[config.mk]
export PLATFORM = sky130hd
export DESIGN_NAME = acc_top
export DESIGN_NICKNAME = d
export VERILOG_FILES = /design/src/design/acc_pkg.sv /design/src/design/acc_filter.sv /design/src/design/acc_top.sv
export SDC_FILE = /design/constraint.sdc
export NUM_CORES = 1
export LEC_CHECK = 0
export BUFFER_PORTS_ARGS = -buffer_cell sky130_fd_sc_hd__buf_2
export CAP_MARGIN = 20
export CORE_ASPECT_RATIO = 1.2
export CORE_MARGIN = 2
export CORE_UTILIZATION = 40
export DETAILED_ROUTE_END_ITERATION = 8
export PLACE_DENSITY_LB_ADDON = 0.3
export SKIP_CTS_REPAIR_TIMING = 1
export SLEW_MARGIN = 20
export SYNTH_ARGS = -nofsm -noshare
export SYNTH_HDL_FRONTEND = slang
export SYNTH_SLANG_ARGS = --single-unit
[constraint.sdc]
create_clock -name i_clk -period 1.3 [get_ports i_clk]
set_input_delay 0.13 -clock i_clk [delete_from_list [all_inputs] [get_ports i_clk]]
set_output_delay 0.13 -clock i_clk [all_outputs]
set_load 0.02 [all_outputs]
[src/design/acc_pkg.sv]
package acc_pkg;
   // ------------------------------------------------------------
   // register byte addresses (word aligned)
   // ------------------------------------------------------------
   localparam logic [3:0] CTRL1_ADDR = 4'h0;
   localparam logic [3:0] CTRL2_ADDR = 4'h4;
   localparam logic [3:0] PORTDIS_ADDR = 4'h8;
   localparam logic [3:0] IRQ_STAT_ADDR = 4'hc;
   // ------------------------------------------------------------
   // control register 1 field positions
   // ------------------------------------------------------------
   localparam int C1_FLAG = 0;
   localparam int C1_IE = 1;
   localparam int C1_IES = 2;
   localparam int C1_ON = 3;
   localparam int C1_REF_LO = 4;
   localparam int C1_RSEL = 6;
   localparam int C1_EX = 7;
   // ------------------------------------------------------------
   // control register 2 field positions
   // ------------------------------------------------------------
   localparam int C2_OUT = 0;
   localparam int C2_FILT = 1;
   localparam int C2_SW0 = 2;
   localparam int C2_SW1 = 3;
   // ------------------------------------------------------------
   // reset values and widths
   // ------------------------------------------------------------
   localparam logic [7:0] CTRL_RST = 8'h00;
   localparam int PORT_W = 8;
   localparam int FILT_LEN = 4;
   localparam logic [31:0] UNMAPPED_RD = 32'h00000000;
   // ------------------------------------------------------------
   // reference level codes
   // ------------------------------------------------------------
   typedef enum logic [1:0]
   {
      REF_OFF = 2'h0,
      REF_QUARTER = 2'h1,
      REF_HALF = 2'h2,
      REF_DIODE = 2'h3
   } acc_ref_t;
   // analog front-end control bundle
   typedef struct packed
   {
      logic power_on;
      logic swap_inputs;
      acc_ref_t ref_level;
      logic ref_to_pos;
      logic ref_to_neg;
      logic pin_switch_0;
      logic pin_switch_1;
   } acc_analog_t;
endpackage : acc_pkg

[src/design/acc_filter.sv]
module acc_filter #(
   parameter int LEN = acc_pkg::FILT_LEN
)
(
   input wire logic i_clk,
   input wire logic i_rstn,
   input wire logic i_din,
   output logic o_dout
);
   // ------------------------------------------------------------
   // majority-free hold filter
   // ------------------------------------------------------------
   logic [LEN-1:0] hist_q;
   logic dout_q;

   // shift history; output changes only once the input stays put,
   // which trades LEN+1 cycles of latency for no chatter near threshold
   always_ff @(posedge i_clk or negedge i_rstn)
   begin
      if (!i_rstn)
      begin
         hist_q <= '0;
         dout_q <= 1'b0;
      end
      else
      begin
         hist_q <= {hist_q[LEN-2:0], i_din};
         if (&hist_q)
            dout_q <= 1'b1;
         else if (~|hist_q)
            dout_q <= 1'b0;
      end
   end

   assign o_dout = dout_q;
endmodule : acc_filter

[src/design/acc_top.sv]
// What this block does
// - result high when positive exceeds negative
// - power bit; result low while off
// - exchange swaps terminals and inverts result
// - filter bit selects filtered result
// - reference level and terminal drive outputs
// - two pin switch bits
// - port buffer disable per pin
// - flag set on selected result edge
// - request needs enable and global enable
// - flag cleared on service or software
// - one flag and one vector
// - result routed to timer capture input
// - reference code 00 means off
// - reference terminal mapping flips with exchange
// - result bit is read-only
// - polarity 0 rising, 1 falling
module acc_top
(
   input wire logic i_clk,
   input wire logic i_rstn,
   // avalon-mm slave
   input wire logic [3:0] i_avs_address,
   input wire logic i_avs_read,
   input wire logic i_avs_write,
   input wire logic [31:0] i_avs_writedata,
   input wire logic [3:0] i_avs_byteenable,
   output logic [31:0] o_avs_readdata,
   output logic o_avs_waitrequest,
   // analog comparator core
   input wire logic i_comparison_raw,
   output acc_pkg::acc_analog_t o_analog,
   output logic [acc_pkg::PORT_W-1:0] o_port_buffer_disable,
   // interrupt and timer
   input wire logic i_global_irq_enable,
   input wire logic i_irq_ack,
   output logic o_irq,
   output logic o_timer_capture_input_b
);
   // ------------------------------------------------------------
   // registers and state
   // ------------------------------------------------------------
   logic [7:1] ctrl1_q;
   logic flag_q;
   logic ex_d1_q;
   logic ex_d2_q;
   logic [3:0] ctrl2_q;
   logic [acc_pkg::PORT_W-1:0] portdis_q;
   logic sync1_q;
   logic sync2_q;
   logic result_prev_q;
   logic ack_q;
   logic [31:0] rdata_q;
   logic [31:0] rdata_d;
   logic comparator_power_on;
   logic input_exchange;
   logic output_filter_enable;
   logic edge_polarity_select;
   logic compare_irq_enable;
   logic compare_irq_flag;
   logic reference_terminal_select;
   logic [1:0] reference_level_select;
   logic raw_cmp;
   logic filt_cmp;
   logic comparison_result;
   logic rise;
   logic fall;
   logic edge_hit;
   logic wr_c1;
   logic wr_c2;
   logic wr_pd;
   logic wr_stat;
   logic sw_clr;

   assign comparator_power_on = ctrl1_q[acc_pkg::C1_ON];
   assign input_exchange = ctrl1_q[acc_pkg::C1_EX];
   assign edge_polarity_select = ctrl1_q[acc_pkg::C1_IES];
   assign compare_irq_enable = ctrl1_q[acc_pkg::C1_IE];
   assign compare_irq_flag = flag_q;
   assign reference_terminal_select = ctrl1_q[acc_pkg::C1_RSEL];
   assign reference_level_select = ctrl1_q[acc_pkg::C1_REF_LO +: 2];
   assign output_filter_enable = ctrl2_q[acc_pkg::C2_FILT];

   // ------------------------------------------------------------
   // bus decode
   // ------------------------------------------------------------
   // single-cycle slave: waitrequest high on the first cycle of any
   // request, low on the next, so the write lands exactly once
   always_ff @(posedge i_clk or negedge i_rstn)
   begin
      if (!i_rstn)
         ack_q <= 1'b0;
      else
         ack_q <= (i_avs_read | i_avs_write) & ~ack_q;
   end

   assign o_avs_waitrequest = (i_avs_read | i_avs_write) & ~ack_q;

   // write strobes act only in the accepting cycle, lane 0 only
   always_comb
   begin
      wr_c1 = 1'b0;
      wr_c2 = 1'b0;
      wr_pd = 1'b0;
      wr_stat = 1'b0;
      if (i_avs_write && ack_q && i_avs_byteenable[0])
      begin
         if (i_avs_address == acc_pkg::CTRL1_ADDR)
            wr_c1 = 1'b1;
         else if (i_avs_address == acc_pkg::CTRL2_ADDR)
            wr_c2 = 1'b1;
         else if (i_avs_address == acc_pkg::PORTDIS_ADDR)
            wr_pd = 1'b1;
         else if (i_avs_address == acc_pkg::IRQ_STAT_ADDR)
            wr_stat = 1'b1;
      end
   end

   // software clear: write 0 to flag in ctrl1, or 1 to status clear
   assign sw_clr = (wr_c1 & ~i_avs_writedata[acc_pkg::C1_FLAG])
                 | (wr_stat & i_avs_writedata[0]);

   // ------------------------------------------------------------
   // control registers
   // ------------------------------------------------------------
   // control bits except the flag, which has its own process
   always_ff @(posedge i_clk or negedge i_rstn)
   begin
      if (!i_rstn)
         ctrl1_q[7:1] <= acc_pkg::CTRL_RST[7:1];
      else if (wr_c1)
         ctrl1_q[7:1] <= i_avs_writedata[7:1];
   end

   // result bit is not stored: bit 0 of ctrl2 is never written
   always_ff @(posedge i_clk or negedge i_rstn)
   begin
      if (!i_rstn)
         ctrl2_q <= acc_pkg::CTRL_RST[3:0];
      else if (wr_c2)
         ctrl2_q <= {i_avs_writedata[3:1], 1'b0};
   end

   always_ff @(posedge i_clk or negedge i_rstn)
   begin
      if (!i_rstn)
         portdis_q <= acc_pkg::CTRL_RST[acc_pkg::PORT_W-1:0];
      else if (wr_pd)
         portdis_q <= i_avs_writedata[acc_pkg::PORT_W-1:0];
   end

   assign o_port_buffer_disable = portdis_q;

   // ------------------------------------------------------------
   // comparator result path
   // ------------------------------------------------------------
   // two-stage synchronizer; the first stage feeds nothing else
   always_ff @(posedge i_clk or negedge i_rstn)
   begin
      if (!i_rstn)
      begin
         sync1_q <= 1'b0;
         sync2_q <= 1'b0;
      end
      else
      begin
         sync1_q <= i_comparison_raw;
         sync2_q <= sync1_q;
      end
   end

   // exchange bit delayed by the same two stages as the result, so the
   // inversion meets the first sample taken after the swap; inverting
   // the stale samples would fake an edge and set the flag
   always_ff @(posedge i_clk or negedge i_rstn)
   begin
      if (!i_rstn)
      begin
         ex_d1_q <= 1'b0;
         ex_d2_q <= 1'b0;
      end
      else
      begin
         ex_d1_q <= input_exchange;
         ex_d2_q <= ex_d1_q;
      end
   end

   // the core swaps terminals itself, so invert to keep polarity;
   // a slow core may still show one stale cycle around a swap
   assign raw_cmp = sync2_q ^ ex_d2_q;

   acc_filter #(
      .LEN(acc_pkg::FILT_LEN)
   ) u_filter (
      .i_clk(i_clk),
      .i_rstn(i_rstn),
      .i_din(raw_cmp),
      .o_dout(filt_cmp)
   );

   // gated by power so a powered-off comparator reads low
   assign comparison_result = comparator_power_on
      & (output_filter_enable ? filt_cmp : raw_cmp);

   assign o_timer_capture_input_b = comparison_result;

   // ------------------------------------------------------------
   // edge detection and interrupt flag
   // ------------------------------------------------------------
   always_ff @(posedge i_clk or negedge i_rstn)
   begin
      if (!i_rstn)
         result_prev_q <= 1'b0;
      else
         result_prev_q <= comparison_result;
   end

   assign rise = comparison_result & ~result_prev_q;
   assign fall = ~comparison_result & result_prev_q;
   assign edge_hit = edge_polarity_select ? fall : rise;

   // set wins over service and software clear in the same cycle;
   // a software write of 1 to the flag also sets it
   always_ff @(posedge i_clk or negedge i_rstn)
   begin
      if (!i_rstn)
         flag_q <= 1'b0;
      else if (edge_hit || (wr_c1 && i_avs_writedata[acc_pkg::C1_FLAG]))
         flag_q <= 1'b1;
      else if (sw_clr || i_irq_ack)
         flag_q <= 1'b0;
   end

   // one flag drives the single request line (one vector)
   assign o_irq = compare_irq_flag & compare_irq_enable
                & i_global_irq_enable;

   // ------------------------------------------------------------
   // analog control outputs
   // ------------------------------------------------------------
   // reference goes to + when select equals exchange, else to -
   always_comb
   begin
      o_analog.power_on = comparator_power_on;
      o_analog.swap_inputs = input_exchange;
      o_analog.ref_level = acc_pkg::acc_ref_t'(reference_level_select);
      o_analog.ref_to_pos = 1'b0;
      o_analog.ref_to_neg = 1'b0;
      if (reference_level_select != acc_pkg::REF_OFF)
      begin
         if (reference_terminal_select == input_exchange)
            o_analog.ref_to_pos = 1'b1;
         else
            o_analog.ref_to_neg = 1'b1;
      end
      o_analog.pin_switch_0 = ctrl2_q[acc_pkg::C2_SW0];
      o_analog.pin_switch_1 = ctrl2_q[acc_pkg::C2_SW1];
   end

   // ------------------------------------------------------------
   // read data
   // ------------------------------------------------------------
   // address mux; unmapped offsets read as the neutral value
   always_comb
   begin
      rdata_d = acc_pkg::UNMAPPED_RD;
      if (i_avs_address == acc_pkg::CTRL1_ADDR)
         rdata_d = {24'h000000, ctrl1_q, flag_q};
      else if (i_avs_address == acc_pkg::CTRL2_ADDR)
         rdata_d = {28'h0000000, ctrl2_q[3:1], comparison_result};
      else if (i_avs_address == acc_pkg::PORTDIS_ADDR)
         rdata_d = {24'h000000, portdis_q};
      else if (i_avs_address == acc_pkg::IRQ_STAT_ADDR)
         rdata_d = {31'h00000000, compare_irq_flag};
   end

   // captured on the first request cycle, stands at the accept edge
   // and after it, until the next read replaces it
   always_ff @(posedge i_clk or negedge i_rstn)
   begin
      if (!i_rstn)
         rdata_q <= acc_pkg::UNMAPPED_RD;
      else if (i_avs_read && !ack_q)
         rdata_q <= rdata_d;
   end

   assign o_avs_readdata = rdata_q;
endmodule : acc_top

==> flow_summary.toml <==
[yosys]
async_reset_ff_share_pct = 100
seq_area_frac_synth_pct = 52.4
synthTopCellsByArea = "dfrtp_1 52%, buf_4 12%, mux2_2 11%"
yosys.area.top_type = "dfrtp_1"
syn_area_mm2 = 0.00181
synth.distinct_cells = 32
synth_cells = 153
ys.flop_type = "dfrtp_1"
syn_avg_cell_area_um2 = 11.9
ys_ff_latch = 38
synth_edf_count = 0
synth_top_area_share_pct = 52.4
yosys_warnings = 0

[timing]
timing.final.max_slew_violations = 0
timing.hold.ws_ns = 0.0790
skew_ns = 0.00784
grt_setup_unrepaired = "true"
period_minus_slack_ns = 1.48
max_clock_freq_ghz = 0.677
post-route-period-util_pct = 114
worst_slack_ns = -0.176
hold_viol = 0
finalSetupViolations = 7

[critical_path]
arrival_ns = 1.35
worstPathCellList = "xor2_2 -> o211ai_1 -> buf_4 -> inv_2 -> buf_6"
path_buf_inv = 3
critPathTopFamily = "flip-flops"
cp-end-kind = "primary output"
crit_required_ns = 1.17
crit_slowest_cell = "dfrtp_1"
max_stage_delay_ns = 0.39
crit_type = "flop to primary output"
critPathLaunchType = "flop"
cp_max_fo = 3

[routing]
postRouteAntennaNets = 0
vias = 1266
firstDrtPassIters = 4
viasPerCell = 4.72
wire_per_inst_um = 13.2
drt-initial-drc-count = 28
drcViolationCount = 0
route.final.wire_length_um = 3540

[floorplanning]
die_x_um = 65.5
io_pins = 98
die_y_um = 77.8
num_rows = 26
start_util_pct = 41.9
core-area_mm2 = 0.00433
die_area_mm2 = 0.00509

[global_route]
grt_max_degree = 39
track_usage_pct = 14.6
grt_overflow = 0
grt_pass1_vias = 1178
antenna_found_initial = 0
grt_pass1_wl_um = 5590

[clock_network]
cts_tree = "done"
cts_inserted_buffers = 5
ctsHtreeMaxLevel = 2
clkSlewWorstSetupHoldPaths_ns = 0.08
clk_latency_ns = 0.29
cts.sinks = 38
clockRootBuffer = "clkbuf_8"
cts_buffer_depth = 2

[finish]
drive_gt1_share_pct = 48.6
final_common_cell = "buf_2"
multi_input_area_um2 = 783
num-nets-final = 259
final_cell_mix = "42 x buf_2, 37 x dfrtp_1, 24 x conb_1"
seq_area_um2 = 952
area_growth_pct = 28.4
antenna_cells = 0
fillers = 399

[power_and_ir_drop]
seqPwrFrac_pct = 45.6
ir_drop_mv = 0.955
leakage_nw = 1.22
power_w = 0.00315
cellPowerDensity_mw_per_mm2 = 1350
p_comb_share_pct = 22.0
internal_power_w = 0.00226
sw_frac_of_total_pct = 28.3
p_clk_share_pct = 32.4
switchingPower_w = 0.000891

[status]
status = "complete, but fails checks"
violations = "negative setup slack"

[placed_design]
port_buffers = 46
routabilityCongestion = 0.753
hpwl_um = 2560

[hold_path]
min_path_type = "input pin to flop"

[run]
cap_violations = 0
power by group through the flow:
stage	Combinational, W	Clock, W	Sequential (W)
2_1_floorplan	0.000421	0	0.00148
3_3_place_gp	0.000607	0	0.00145
3_5_place_dp	0.000611	0	0.00145
4_1_cts	0.000613	0.00105	0.00143
5_1_grt	0.000750	0.00110	0.00146
6_report	0.000693	0.00102	0.00144
logic make-up (layout without fill, tap and decap cells):
kind of cell	count (synthesis)	in the layout	share of synthesized area (%)
flops	38	38	52.4
buf+inv	36	72	14.6
simple gates	32	32	10.0
mux	23	23	13.9
compound gates	21	21	7.86
xor+xnor	2	2	0.966
other cells	1	24	0.207
metrics by stage:
step	TNS (ns)	instance area (um^2)	util, %	setup WS [ns]	std cells
2_1_floorplan	0	1900	-	0.0299	176
3_3_place_gp	-0.486	2070	47.8	-0.112	258
3_5_place_dp	-0.704	2070	47.8	-0.123	258
4_1_cts	-0.983	2180	50.4	-0.228	265
5_1_grt	-1.20	2330	53.8	-0.242	268
6_report	-0.519	2330	53.8	-0.176	268
final timing paths:
kind | start | to | slack (ns) | depth (start not counted)
min in group asynchronous | i_rstn | o_avs_readdata[7]$_DFFE_PN0P_ | 0.41 | 3
max in group asynchronous | i_rstn | ctrl1_q[7]$_DFFE_PN0P_ | 0.53 | 3
hold / removal | i_avs_writedata[0] | compare_irq_flag$_DFFE_PN0P_ | 0.08 | 2
setup / recovery | sync2_q$_DFF_PN0_ | o_timer_capture_input_b | -0.18 | 5
setup reg to reg | sync2_q$_DFF_PN0_ | compare_irq_flag$_DFFE_PN0P_ | -0.10 | 6
hold reg to reg | sync1_q$_DFF_PN0_ | sync2_q$_DFF_PN0_ | 0.35 | 0
flip-flops by register name, indices dropped and copies added, names as in the netlist:
name,flops
compare_irq_flag,1
ex_d1_q,1
o_port_buffer_disable,8
u_filter.o_dout,1
ctrl1_q,7
sync2_q,1
sync1_q,1
ctrl2_q,3
ack_q,1
ex_d2_q,1
u_filter.hist_q,4
result_prev_q,1
o_avs_readdata,8
synthesized netlist by cell type (2+ instances only):
library cell	instances
nand2_1	8
mux2_2	18
dfrtp_1	38
o21ai_0	7
a22oi_1	4
buf_4	30
nor3_1	2
a21oi_1	2
buf_6	2
nor2b_1	2
and3_1	4
nor2_1	6
nand2b_1	3
buf_2	2
a22o_1	3
mux2i_1	5
and2_1	2
metal layers:
layer  wire length (um)  global-route usage (%)  part of all wire (%)  up-vias
li1                   -                       -                     -      588
met1               1540                    18.1                    43      613
met2               1650                    23.5                    47       61
met3                309                    5.22                   8.7        4
met4                 40                    5.00                   1.1        0
met5                  0                       0                     0        -
final cells by class:
class	instances	share of cell area [%]
Clock buffer	6	3.54
Clock inverter	1	1.29
Inverter	1	0.161
Multi-Input combinational cell	102	33.6
Sequential cell	38	40.9
Tap cell	56	3.01
Timing Repair Buffer	64	17.5
No activity file was read; power rests on OpenSTA's default activity.
